### config.mk
export PLATFORM = sky130hd
export DESIGN_NAME = embp_bus_port
export DESIGN_NICKNAME = d
export VERILOG_FILES = /design/src/hw/embp_pkg.sv /design/src/hw/embp_bus_port.sv
export SDC_FILE = /design/constraint.sdc
export NUM_CORES = 1
export LEC_CHECK = 0
export ABC_AREA = 1
export BUFFER_PORTS_ARGS = -buffer_cell sky130_fd_sc_hd__buf_2
export CORE_AREA = 2 2 60 118
export DETAILED_ROUTE_END_ITERATION = 7
export DIE_AREA = 0 0 62 120
export PLACE_DENSITY_LB_ADDON = 0.05
export REMOVE_ABC_BUFFERS = 1
export SLEW_MARGIN = 15
export SYNTH_ARGS = -nofsm -noshare
export SYNTH_HDL_FRONTEND = slang
export SYNTH_SLANG_ARGS = --single-unit
export TNS_END_PERCENT = 5
### constraint.sdc
create_clock -name clock -period 1.65 [get_ports clock]
set_input_delay 0.0825 -clock clock [delete_from_list [all_inputs] [get_ports clock]]
set_output_delay 0.0825 -clock clock [all_outputs]
set_load 0.02 [all_outputs]
### src/hw/embp_pkg.sv
// package of constants and types for the external memory bus port
// Functional notes
// - address lines change in phase zero and carry the access location
// - read data captured at trailing edge of phase two
// - write data drivers on at phase two start, off at next phase zero
// - data lines high impedance whenever no transfer is in progress
// - program space select low during each external program access
// - data space select low during each external data access
// - both selects return high in phase zero of idle cycles
// - write strobe low in phase one, data driven from phase two
// - write strobe returns high in phase three; memory latches then
// - read strobe low at phase zero end, data lines are inputs
// - read strobe high in phase three; captured data held inside
// - during reset all bus pins float and the port is held idle
// - every cycle runs phases zero to three in fixed order
// - one instruction cycle spans four input clocks, one per phase
package embp_pkg;
  localparam int ADDR_W = 16;
  localparam int DATA_W = 16;
  localparam logic [15:0] ADDR_RST = 16'h0000;
  localparam logic [15:0] DATA_RST = 16'h0000;

  // ************
  // phase and access encodings
  // ************
  typedef enum logic [1:0] {
    EMBP_PHASE_ZERO = 2'b00,
    EMBP_PHASE_ONE = 2'b01,
    EMBP_PHASE_TWO = 2'b10,
    EMBP_PHASE_THREE = 2'b11
  } embp_phase_t;

  typedef enum logic [1:0] {
    EMBP_IDLE = 2'b00,
    EMBP_READ = 2'b01,
    EMBP_WRITE = 2'b10
  } embp_kind_t;

  typedef struct packed {
    embp_phase_t phase;
    embp_kind_t kind;
    logic prog;
    logic [15:0] addr;
    logic [15:0] wdata;
    logic [15:0] rdata;
    logic rvalid;
    logic start;
    logic released;
    logic ps_n;
    logic ds_n;
    logic rd_n;
    logic wr_n;
    logic data_oe;
  } embp_state_t;
endpackage : embp_pkg

### src/hw/embp_bus_port.sv
// external memory bus port: four-phase cycle sequencer driving the memory pins
`timescale 1ns/1ps
module embp_bus_port (
  input wire logic clock,
  input wire logic rst,
  input wire logic req_valid,
  input wire logic req_write,
  input wire logic req_program,
  input wire logic [15:0] req_addr,
  input wire logic [15:0] req_wdata,
  output logic cycle_start,
  output logic [15:0] rd_data,
  output logic rd_valid,
  output logic [15:0] address_lines,
  output logic address_oe,
  output logic program_space_select_n,
  output logic data_space_select_n,
  output logic read_strobe_n,
  output logic write_strobe_n,
  output logic control_oe,
  input wire logic [15:0] data_lines_in,
  output logic [15:0] data_lines_out,
  output logic data_lines_oe
);
  embp_pkg::embp_state_t s;
  embp_pkg::embp_state_t next_s;

  // ************
  // next state
  // ************
  always_comb begin
    next_s = s;
    next_s.released = 1'b1;
    next_s.rvalid = 1'b0;
    // cycle start is registered so the pin comes straight from a flip-flop
    next_s.start = 1'b0;
    // phases advance one per clock, so a cycle is always exactly four clocks
    next_s.phase = embp_pkg::embp_phase_t'(s.phase + 2'b01);
    case (s.phase)
      embp_pkg::EMBP_PHASE_THREE: begin
        // entering phase zero: launch the new access or go idle
        next_s.data_oe = 1'b0;
        next_s.start = 1'b1;
        // there is no ready: a request that misses this edge waits a whole cycle
        if (req_valid && s.released) begin
          next_s.kind = req_write ? embp_pkg::EMBP_WRITE : embp_pkg::EMBP_READ;
          next_s.prog = req_program;
          next_s.addr = req_addr;
          next_s.wdata = req_wdata;
          next_s.ps_n = ~req_program;
          next_s.ds_n = req_program;
        end else begin
          next_s.kind = embp_pkg::EMBP_IDLE;
          next_s.ps_n = 1'b1;
          next_s.ds_n = 1'b1;
        end
        next_s.rd_n = 1'b1;
        next_s.wr_n = 1'b1;
      end
      embp_pkg::EMBP_PHASE_ZERO: begin
        // entering phase one: strobe low, only one kind per cycle
        next_s.rd_n = (s.kind != embp_pkg::EMBP_READ);
        next_s.wr_n = (s.kind != embp_pkg::EMBP_WRITE);
      end
      embp_pkg::EMBP_PHASE_ONE: begin
        next_s.data_oe = (s.kind == embp_pkg::EMBP_WRITE);
      end
      embp_pkg::EMBP_PHASE_TWO: begin
        // trailing edge of phase two: sample, then strobes rise in phase three
        if (s.kind == embp_pkg::EMBP_READ) begin
          next_s.rdata = data_lines_in;
          next_s.rvalid = 1'b1;
        end
        next_s.rd_n = 1'b1;
        next_s.wr_n = 1'b1;
      end
      default: begin
        next_s.phase = embp_pkg::EMBP_PHASE_ZERO;
      end
    endcase
  end

  always_ff @(posedge clock or posedge rst) begin
    if (rst) begin
      s <= '{phase: embp_pkg::EMBP_PHASE_THREE, kind: embp_pkg::EMBP_IDLE, prog: 1'b0,
             addr: embp_pkg::ADDR_RST, wdata: embp_pkg::DATA_RST,
             rdata: embp_pkg::DATA_RST, rvalid: 1'b0, start: 1'b0, released: 1'b0,
             ps_n: 1'b1, ds_n: 1'b1, rd_n: 1'b1, wr_n: 1'b1, data_oe: 1'b0};
    end else begin
      s <= next_s;
    end
  end

  // ************
  // pins, each straight from the state register
  // ************
  // bus pins float during reset; drivers come on with the first clock after release
  assign cycle_start = s.start;
  assign rd_data = s.rdata;
  assign rd_valid = s.rvalid;
  assign address_lines = s.addr;
  assign address_oe = s.released;
  assign control_oe = s.released;
  assign program_space_select_n = s.ps_n;
  assign data_space_select_n = s.ds_n;
  assign read_strobe_n = s.rd_n;
  assign write_strobe_n = s.wr_n;
  assign data_lines_out = s.wdata;
  assign data_lines_oe = s.data_oe;
endmodule : embp_bus_port

# After elaboration in Yosys (flattened, before gate mapping)
# Index checks and enable logic that the tools add are counted.
totals:
  ff_bits: 60
  latchBits: 0
  ramBits: 0
  romBits: 0
  inputBits: 53
  out_inout_bits: 57
  elab_cells: 37
  n_memories: 0
classes:
  n_addsub: 1
  mul: 0
  div_mod_pow: 0
  n_lt_le_gt_ge: 0
  n_eq_ne: 7
  n_shift: 0
  mux: 8
  n_bitwise: 1
  reduce_logical: 7
ops:
  columns: ["op", "count"]
  rows:
  - ["== test 2 bit, second input constant", 3]
  - ["2-to-1 mux 2 bit", 3]
  - ["== test 2 x 1 -> 1 bit, second input constant", 2]
  - ["one-hot mux 2 bit (2 select lines)", 1]
  - ["AND reduction 2 bit", 2]
  - ["nonzero test 2 bit", 2]
  - ["2-to-1 mux 1 bit", 3]
  - ["adder 2 x 1 -> 2 bit, second input constant", 1]
  - ["logical NOT 2 bit", 1]
  - ["!= test 2 x 1 -> 1 bit, second input constant", 1]
  - ["!= test 2 bit, second input constant", 1]
  - ["one-hot mux 1 bit (2 select lines)", 1]
  - ["OR reduction 2 bit", 1]
  - ["logical AND 1 bit", 1]
  - ["inverter 1 bit", 1]

# Logic depth before layout (Yosys ltp)
# Gate-level depths: netlist of the first run.
logic_depth:
  word_depth: 3
  mapped_depth: 6
  mapped_depth_nobuf: 6

# Worst setup path before layout of the first run
# Ideal clock, no wire load.
synth_path:
  path_type: "register to register"
  start: "reg s[59] in the netlist's numbering"
  end: "reg s, in the netlist address_lines[10]"
  setup_ns: 0.065
  arrival_time_ns: 1.285
  required_ns: 1.585
  path_slack_ns: 0.300
  path_stages_with_launch: 7
  path_buffers: 1
  synth_period_minus_slack_ns: 1.350
  path_cell_list: "dfstp_2 -> ha_1 -> inv_2 -> nor2_4 -> buf_6 -> nand2_1 -> nand2_1"
synth_between:
  elab_chain_len: 2
synth_rtl:
  columns: ["element", "line", "source"]
  rows:
  - ["start, declared", "embp_bus_port.sv:25", "embp_pkg::embp_state_t s;"]
  - ["start signal, assigned", "embp_bus_port.sv:85", "s <= '{phase: embp_pkg::EMBP_PHASE_THREE, kind: embp_pkg::EMBP_IDLE, prog: 1'b0,"]
  - ["start signal, assigned", "embp_bus_port.sv:90", "s <= next_s;"]
  - ["== test 2 bit", "embp_bus_port.sv:39", "case (s.phase)"]
  - ["AND reduction 2 bit (no source line)", null, null]
# Every way passes these cells.
# A chain may end at the register's enable or synchronous reset.

# Worst setup path in the final report of the first run
layout_path:
  start: "reg s[59] in the netlist's numbering"
  end: "reg s, in the netlist data_lines_out[1]"
# The elaborated chain is that of the path after synthesis.

==> results of run 1 <==
[layer usage]
layer | global-route usage | vias up | wire [microns]
li1 | - | 1083 | -
met3 | 0.06466 | 10 | 303
met5 | 0 | - | 0
met1 | 0.1762 | 959 | 2150
met2 | 0.2650 | 66 | 2958
met4 | 0.07580 | 0 | 129
[placed cells by master, fill, tap and decap left out, drive strengths merged]
cell type / count
clkbuf: 14
inv: 25
dfstp: 6
dlygate4sd3: 43
buf: 115
ha: 4
nand2: 127
conb: 1
o21ai: 18
clkinv: 2
nor2: 8
nand3: 2
dfrtp: 54
a21oi: 1
[cell families after synthesis]
| kind of cell | synth area share |
|---|---|
| fa+ha+maj | 0.01842 |
| compound gates | 0.03499 |
| other cells | 0.001380 |
| buf+inv | 0.1934 |
| simple gates | 0.1966 |
| flops | 0.5552 |
[power groups by stage]
stage                     clock (W)  combinational (W)  sequential [W]
after floorplan                   0           0.000161         0.00198
after global placement            0           0.000665         0.00177
after detailed placement          0           0.000673         0.00177
after CTS                   0.00169           0.000750         0.00175
after global routing        0.00176           0.000814         0.00176
final                       0.00163           0.000737         0.00175
[repair_timing]
item                                    CTS  global route
hold endpoints to repair                 62             0
endpoints found under the setup margin    0             0
setup buffers                             0             0
hold buffers                             43             0
resized for setup                         0             0
[flip-flops by register name (all words and copies together) (netlist names)]
signal	flops
address_lines	16
data_lines_out	16
rd_data	16
s	4
address_oe	1
cycle_start	1
data_lines_oe	1
data_space_select_n	1
program_space_select_n	1
rd_valid	1
read_strobe_n	1
write_strobe_n	1
[tightest hold or removal path: stages]
cell	delay (ns)
buf_2	0.10
inv_1	0.04
o21ai_0	0.07
[per-stage QoR]
stage | util | instances
final | 0.5661 | 508
after global routing | 0.5661 | 508
after floorplan | - | 246
after detailed placement | 0.4604 | 449
after global placement | 0.4604 | 449
after CTS | 0.5661 | 508
[layout make-up]
cell class / count / area [sq um]
clock buffer: 14 / 254.0
clock inverter: 2 / 10.01
fill: 619 / 2850
inverter: 25 / 93.84
multi-input combinational: 161 / 683.2
sequential: 60 / 1509
tap: 88 / 110.1
timing repair buffer: 158 / 1059
[worst min path at each step]
| stage | end | slack [ns] | cells past startpoint |
|---|---|---|---|
| 2_1_floorplan | program_space_select_n$_DFFE_PP1P_ | 0.14 | 1 |
| 3_3_place_gp | rd_data[2]$_DFFE_PP0P_ | 0.11 | 2 |
| 3_5_place_dp | rd_data[2]$_DFFE_PP0P_ | 0.11 | 2 |
| 4_1_cts | rd_data[14]$_DFFE_PP0P_ | 0.002 | 3 |
| 5_1_grt | rd_data[4]$_DFFE_PP0P_ | 0.02 | 3 |
| 6_report | rd_data[11]$_DFFE_PP0P_ | 0.009 | 3 |
==> impl_metrics.yaml, run 1 <==
routing:
  vias: 2118
  viasPerCell: 4.169
  drtPass1Iterations: 4
  drt-total-wl_microns: 5541
  ant_nets: 0
  route.detailed.wl_per_inst_microns: 10.91
  drc: 0
  drtIter0Drc: 104
yosys:
  ys_top_cells_by_area: "dfrtp_1 (50%), nand2_1 (18%), buf_4 (14%), dfstp_2 (5.8%), inv_1 (3.3%)"
  yosysWarningCount: 0
  ys_ff_latch: 60
  async_flop_share: 1.000
  post_synth.cell_area_avg_sq_um: 8.939
  netlist.area_leader.share: 0.4972
  synth_edf_count: 0
  syn-instance-count: 304
  synth_area_sq_um: 2718
  seq_area_frac_synth: 0.5552
  synth_cell_types: 17
  synthFlopType: "dfrtp_1"
  synthTopCellsByCount: "nand2_1 (127), dfrtp_1 (54), buf_4 (49)"
  synth_top_area_cell: "dfrtp_1"
  synth_most_common_cell: "nand2_1"
sta:
  clock_skew_ns: 0.005014
  rsz0062_at_grt: "no"
  drv_slew: 0
  setup_viol: 0
  fmax_mhz: 677.4
  hold_ws_ns: 0.008537
  period_needed_ns: 1.476
  hold_violations: 0
  fin_ws_ns: 0.1737
  setup_tns_ns: 0
  post-route-period-util: 0.8947
floorplanning:
  rows: 42
  core_sq_um: 6569
  die_x_microns: 62
  initial_core_util: 0.4137
  chipHeight_microns: 120
  die_area_sq_um: 7440
  pin_count: 110
cells_and_area:
  antennaDiodeCount: 0
  layout-drive-gt1-share: 0.3286
  layout.nets: 472
  design_area_sq_um: 3719
  area_growth_syn_to_layout_pct: 36.83
global_routing:
  antenna_found_initial: 0
  grt_pass1_vias: 2070
  grt_max_degree: 43
  grt_pass1_wl_microns: 8797
  grt.total_usage: 0.1628
  grt_overflow: 0
clocking:
  htree_num_levels: 3
  clock-sinks: 60
  clockBufferDepth: 2
  cts_tree: "yes"
  clk_pin_slew_ns: 0.05
  numCtsBuffers: 9
  cts-root-buf: "clkbuf_16"
  insertion_delay_ns: 0.32
place:
  io_buffer_count: 109
  dp_hpwl_microns: 3777
  place_area_sq_um: 3024
  gp_congestion: 0.7135
  dpl_worst_slack_ns: 0.1503
setup_path:
  path_buf_inv: 2
  slowest_delay_ns: 0.55
  cp-startpoint: "s[59]$_DFF_PP1_"
  reg2reg_slack_ns: 0.17
  slowest_stage: "dfstp_2"
  worst-path-stages: 6
  crit_path_start_kind: "flop"
  cp-endpoint: "data_lines_out[1]$_DFFE_PP0P_"
  crit_fanout: 29
  end_kind: "flop"
  timing.rr.end: "data_lines_out[1]$_DFFE_PP0P_"
  arrival_ns: 1.74
  required_ns: 1.91
  r2r-start: "s[59]$_DFF_PP1_"
  crit_family: "flip-flops"
  rr_worst_depth: 6
  cp_common_cell: "nand2_1"
  critPathKind: "flop to flop"
  path_cells: "ha_1 > inv_2 > nor2_4 > buf_12 > nand2_1 > nand2_1"
power_and_ir_drop:
  combPwrFrac: 0.179
  ir_drop_mv: 0.8852
  internal-power_w: 0.003012
  clockPowerShare: 0.397
  leakagePower_nw: 2.089
  switchingPower_w: 0.001105
  p_per_area_nw_per_um2: 1107
  swShare: 0.2684
  pwr-share-seq: 0.424
  p_total_w: 0.004117
worst_hold_path:
  worstHoldStart: "data_lines_in[11]"
  min_path_type: "input pin to flop"
job:
  timing.max_cap.violations: 0
run_status:
  status: "finished, final reports clean"
Power figures use the tool's default switching activity.
==> inputs of run 2 (changes only) <==
- CELL_PAD_IN_SITES_DETAIL_PLACEMENT: not set -> 1
- CELL_PAD_IN_SITES_GLOBAL_PLACEMENT: not set -> 1
- CORE_AREA: 2 2 60 118 -> 2 2 70 138
- DIE_AREA: 0 0 62 120 -> 0 0 72 140
==> impl_metrics.yaml, run 2 (synthesized netlist as in run 1, its figures left out) <==
clocking:
  ctsResizeCount: 0
  clockBufferDepth: 2
  htree_num_levels: 3
  numCtsBuffers: 9
  cts_tree: "yes"
  cts-root-buf: "clkbuf_16"
  clock-sinks: 60
  insertion_delay_ns: 0.32
  clk_pin_slew_ns: 0.05
sta:
  setup_tns_ns: 0
  drv_slew: 0
  hold_ws_ns: 0.01430
  post-route-period-util: 0.8790
  fmax_mhz: 689.5
  hold_violations: 0
  period_needed_ns: 1.450
  setup_viol: 0
  fin_ws_ns: 0.1996
  rsz0062_at_grt: "no"
  clock_skew_ns: 0.005362
setup_path:
  arrival_ns: 1.71
  required_ns: 1.91
  rr_worst_depth: 6
  end_kind: "flop"
  crit_family: "flip-flops"
  path_cells: "ha_1 > inv_2 > nor2_4 > buf_12 > nand2_1 > nand2_1"
  cp_common_cell: "nand2_1"
  slowest_stage: "dfstp_2"
  path_buf_inv: 2
  worst-path-stages: 6
  slowest_delay_ns: 0.55
  crit_path_start_kind: "flop"
  crit_fanout: 24
  critPathKind: "flop to flop"
global_routing:
  grt_pass1_vias: 2413
  antenna_found_initial: 0
  grt_max_degree: 34
  grt_overflow: 0
  grt.total_usage: 0.1521
  grt_pass1_wl_microns: 11710
power_and_ir_drop:
  pwr-share-seq: 0.389
  clockPowerShare: 0.441
  internal-power_w: 0.003300
  switchingPower_w: 0.001192
  swShare: 0.2653
  combPwrFrac: 0.170
  p_per_area_nw_per_um2: 1164
  leakagePower_nw: 2.147
  ir_drop_mv: 0.6640
cells_and_area:
  layout_commonest_cell: "nand2_1"
  fillers: 1062
  final_cell_mix: "nand2_1 (127), buf_2 (109), dfrtp_1 (54), dlygate4sd3_1 (48), inv_1 (23)"
  area_growth_syn_to_layout_pct: 42.03
  layout.nets: 479
  layout-drive-gt1-share: 0.3372
  antennaDiodeCount: 0
routing:
  drc: 0
  route.detailed.wl_per_inst_microns: 13.00
  vias: 2229
  drtPass1Iterations: 3
  ant_nets: 0
  drtIter0Drc: 40
  viasPerCell: 4.214
  drt-total-wl_microns: 6879
place:
  gp_congestion: 0.7154
  dp_hpwl_microns: 4902
  dpl_worst_slack_ns: 0.1784
  io_buffer_count: 109
floorplanning:
  core_sq_um: 9012
  die_area_sq_um: 10080
  pin_count: 110
  initial_core_util: 0.3015
  rows: 49
  chipHeight_microns: 140
  die_x_microns: 72
worst_hold_path:
  min_path_type: "input pin to flop"
  min_delay_path_depth: 3
job:
  timing.max_cap.violations: 0
run_status:
  status: "finished, final reports clean"
-- run 2: changes by cell type in the layout (fill, tap and decap cells not counted), sizes merged --
cell         change
dlygate4sd3      +5
buf              +2
bufinv           +1
clkbuf           -1
clkinv           -1
clkinvlp         +1
-- run 2: metrics by stage --
step | cells | total power, W | cell area [sq um] | utilization
2_1_floorplan | 246 | 0.002145 | 2286 | -
3_3_place_gp | 465 | 0.002449 | 3057 | 0.3392
3_5_place_dp | 465 | 0.002463 | 3057 | 0.3392
4_1_cts | 529 | 0.004580 | 3860 | 0.4283
5_1_grt | 529 | 0.004731 | 3860 | 0.4283
6_report | 529 | 0.004492 | 3860 | 0.4283
-- run 2: per-layer routing --
layer	share of wire	routed length, microns	track usage	up-vias
met5	0	0	0	-
met4	0.019	130	0.06356	0
met3	0.050	343	0.04245	8
met2	0.56	3821	0.2695	60
met1	0.38	2584	0.1656	1067
li1	-	-	-	1094
-- run 2: tightest hold or removal path, stage by stage --
cell and delay [ns]:
buf_2 0.10, inv_1 0.04, o21ai_0 0.07
-- run 2: power groups by stage --
| stage | registers, W | clock network (W) | logic, W |
|---|---|---|---|
| 6_report | 0.00175 | 0.00198 | 0.000762 |
| 5_1_grt | 0.00177 | 0.00211 | 0.000849 |
| 3_5_place_dp | 0.00177 | 0 | 0.000689 |
| 4_1_cts | 0.00175 | 0.00205 | 0.000778 |
| 2_1_floorplan | 0.00198 | 0 | 0.000161 |
| 3_3_place_gp | 0.00177 | 0 | 0.000678 |
-- run 2: area by class of cell --
class                           instances  area [sq um]  share of cell area
Clock inverter                          3         42.54             0.01102
Clock buffer                           13         280.3             0.07261
Timing Repair Buffer                  165          1124              0.2911
Inverter                               25         93.84             0.02431
Tap cell                              102         127.6             0.03306
Sequential cell                        60          1509              0.3909
Multi-Input combinational cell        161         683.2              0.1770
-- run 2: repair_timing --
| action | 4_1_cts | 5_1_grt |
|---|---|---|
| hold buffers | 48 | 0 |
| setup buffers | 0 | 0 |
| endpoints found under the hold margin | 63 | 0 |
-- run 2: path summary, 6_finish.rpt --
| kind | start | to | slack (ns) |
|---|---|---|---|
| min in group asynchronous | rst | data_lines_out[12]$_DFFE_PP0P_ | 0.31 |
| worst min register to register | read_strobe_n$_DFFE_PP1P_ | read_strobe_n$_DFFE_PP1P_ | 0.47 |
| worst min-delay path | data_lines_in[0] | rd_data[0]$_DFFE_PP0P_ | 0.01 |
| worst max-delay path | s[59]$_DFF_PP1_ | address_lines[12]$_DFFE_PP0P_ | 0.20 |
| worst max register to register | s[59]$_DFF_PP1_ | address_lines[12]$_DFFE_PP0P_ | 0.20 |
| max in group asynchronous | rst | read_strobe_n$_DFFE_PP1P_ | 0.77 |
==> inputs of run 3 (changes only) <==
- CORE_AREA: 2 2 70 138 -> 2 2 74 129
- DIE_AREA: 0 0 72 140 -> 0 0 76 131
==> impl_metrics.yaml, run 3 (synthesized netlist as in run 1, its figures left out) <==
cells_and_area:
  layout-drive-gt1-share: 0.3271
  final_cell_mix: "nand2_1 (127), buf_2 (109), dfrtp_1 (54), dlygate4sd3_1 (48), inv_1 (23)"
  fillers: 1081
  final_util: 0.4262
  area_growth_syn_to_layout_pct: 39.92
  regArea_sq_um: 1509
  layout_commonest_cell: "nand2_1"
  layout.nets: 477
  multi_input_area_sq_um: 685.7
  layoutNonFillerInstCount: 545
  antennaDiodeCount: 0
floorplanning:
  die_x_microns: 76
  die_area_sq_um: 9956
  initial_core_util: 0.3046
  chipHeight_microns: 131
  core_sq_um: 8921
  pin_count: 110
  rows: 46
clocking:
  insertion_delay_ns: 0.32
  cts_tree: "yes"
  cts-root-buf: "clkbuf_16"
  numCtsBuffers: 9
  htree_num_levels: 3
  clk_pin_slew_ns: 0.05
  clock-sinks: 60
  clockBufferDepth: 2
setup_path:
  slowest_stage: "dfstp_2"
  r2r-start: "s[59]$_DFF_PP1_"
  timing.rr.end: "address_lines[15]$_DFFE_PP0P_"
  arrival_ns: 1.71
  reg2reg_slack_ns: 0.20
  cp-endpoint: "address_lines[15]$_DFFE_PP0P_"
  slowest_delay_ns: 0.56
  end_kind: "flop"
  cp-startpoint: "s[59]$_DFF_PP1_"
  rr_worst_depth: 6
  cp_common_cell: "nand2_1"
  critPathKind: "flop to flop"
  path_cells: "ha_2 > inv_2 > nor2_4 > buf_12 > nand2_1 > nand2_1"
  required_ns: 1.91
  crit_fanout: 30
  crit_path_start_kind: "flop"
sta:
  post-route-period-util: 0.8765
  drv_slew: 0
  rsz0062_at_grt: "no"
  clock_skew_ns: 0.004296
  setup_viol: 0
  period_needed_ns: 1.446
  fmax_mhz: 691.5
  hold_violations: 0
  setup_tns_ns: 0
global_routing:
  grt.total_usage: 0.1445
  met1_usage: 0.1503
  grt_overflow: 0
  grt_pass1_wl_microns: 11130
  top_usage_layer: "met2"
  met3_usage: 0.04464
  grt_max_degree: 46
  antenna_found_initial: 0
  grt_pass1_vias: 2425
  use_met2: 0.2610
routing:
  drtIter0Drc: 30
  route.detailed.wl_per_inst_microns: 11.94
  viasPerCell: 3.969
  vias: 2163
  drtPass1Iterations: 2
  drc: 0
  ant_nets: 0
  drt-total-wl_microns: 6510
power_and_ir_drop:
  ir_drop_mv: 0.5567
  switchingPower_w: 0.001138
  p_per_area_nw_per_um2: 1082
  leakagePower_nw: 2.105
  swShare: 0.2765
  clockPowerShare: 0.393
  combPwrFrac: 0.183
  pwr-share-seq: 0.424
  internal-power_w: 0.002977
worst_hold_path:
  min_path_type: "input pin to flop"
place:
  dp_cells: 481
  io_buffer_count: 109
  gp_congestion: 0.7100
  dp_hpwl_microns: 4312
job:
  timing.max_cap.violations: 0
run_status:
  status: "finished, final reports clean"
[run 3: changes by cell type in the layout (fill, tap and decap cells not counted), sizes merged]
| cell | delta |
|---|---|
| buf | -2 |
| bufinv | -1 |
| clkinv | +2 |
| clkinvlp | -1 |
[run 3: metal layers]
metal,up-vias,part of all wire
met5,-,0
met3,14,0.052
met1,989,0.40
met2,67,0.53
met4,0,0.024
li1,1093,-
[run 3: worst min path at each step]
stage | from | to | slack, ns | cells after the start
2_1_floorplan | req_program | program_space_select_n$_DFFE_PP1P_ | 0.14 | 1
3_3_place_gp | rst | rd_data[10]$_DFFE_PP0P_ | 0.08 | 2
3_5_place_dp | rst | rd_data[9]$_DFFE_PP0P_ | 0.09 | 2
4_1_cts | data_lines_in[0] | rd_data[0]$_DFFE_PP0P_ | 0.0003 | 3
5_1_grt | data_lines_in[13] | rd_data[13]$_DFFE_PP0P_ | 0.01 | 3
6_report | data_lines_in[0] | rd_data[0]$_DFFE_PP0P_ | 0.01 | 3
[run 3: critical path, delay by kind of cell (launching register included)]
| kind | cells | cell delay, ns |
|---|---|---|
| buf+inv | 2 | 0.27 |
| fa+ha+maj | 1 | 0.26 |
| flops | 1 | 0.56 |
| simple gates | 3 | 0.29 |
[run 3: timing repair]
action,CTS,global route
setup endpoints to repair,0,10
hold buffers,48,0
buffers inserted,0,0
endpoints found under the hold margin,63,0
gates resized for setup,0,1
[run 3: cell type report]
type	instances	share of cell area
repair buffers	163	0.2915
well taps	120	0.03949
flip-flops and latches	60	0.3968
multi-input cells	161	0.1803
clock inverters	3	0.003949
clock buffers	13	0.06318
inverters	25	0.02468
[run 3: stage by stage]
step	cell area, sq um	hold slack, ns	setup slack (ns)	power [W]
after floorplan	2286	0.1370	0.09274	0.002145
after global placement	3064	0.08406	0.2113	0.002439
after detailed placement	3064	0.09005	0.1296	0.002448
after CTS	3800	0.0002712	0.1117	0.004213
after global routing	3802	0.01150	0.08021	0.004344
final	3802	0.01477	0.2039	0.004115
[run 3: power by group through the flow]
stage / clock (W) / combinational [W] / sequential [W]
4_1_cts: 0.00170 / 0.000767 / 0.00175
3_3_place_gp: 0 / 0.000670 / 0.00177
2_1_floorplan: 0 / 0.000161 / 0.00198
6_report: 0.00162 / 0.000752 / 0.00174
3_5_place_dp: 0 / 0.000679 / 0.00177
5_1_grt: 0.00174 / 0.000837 / 0.00177
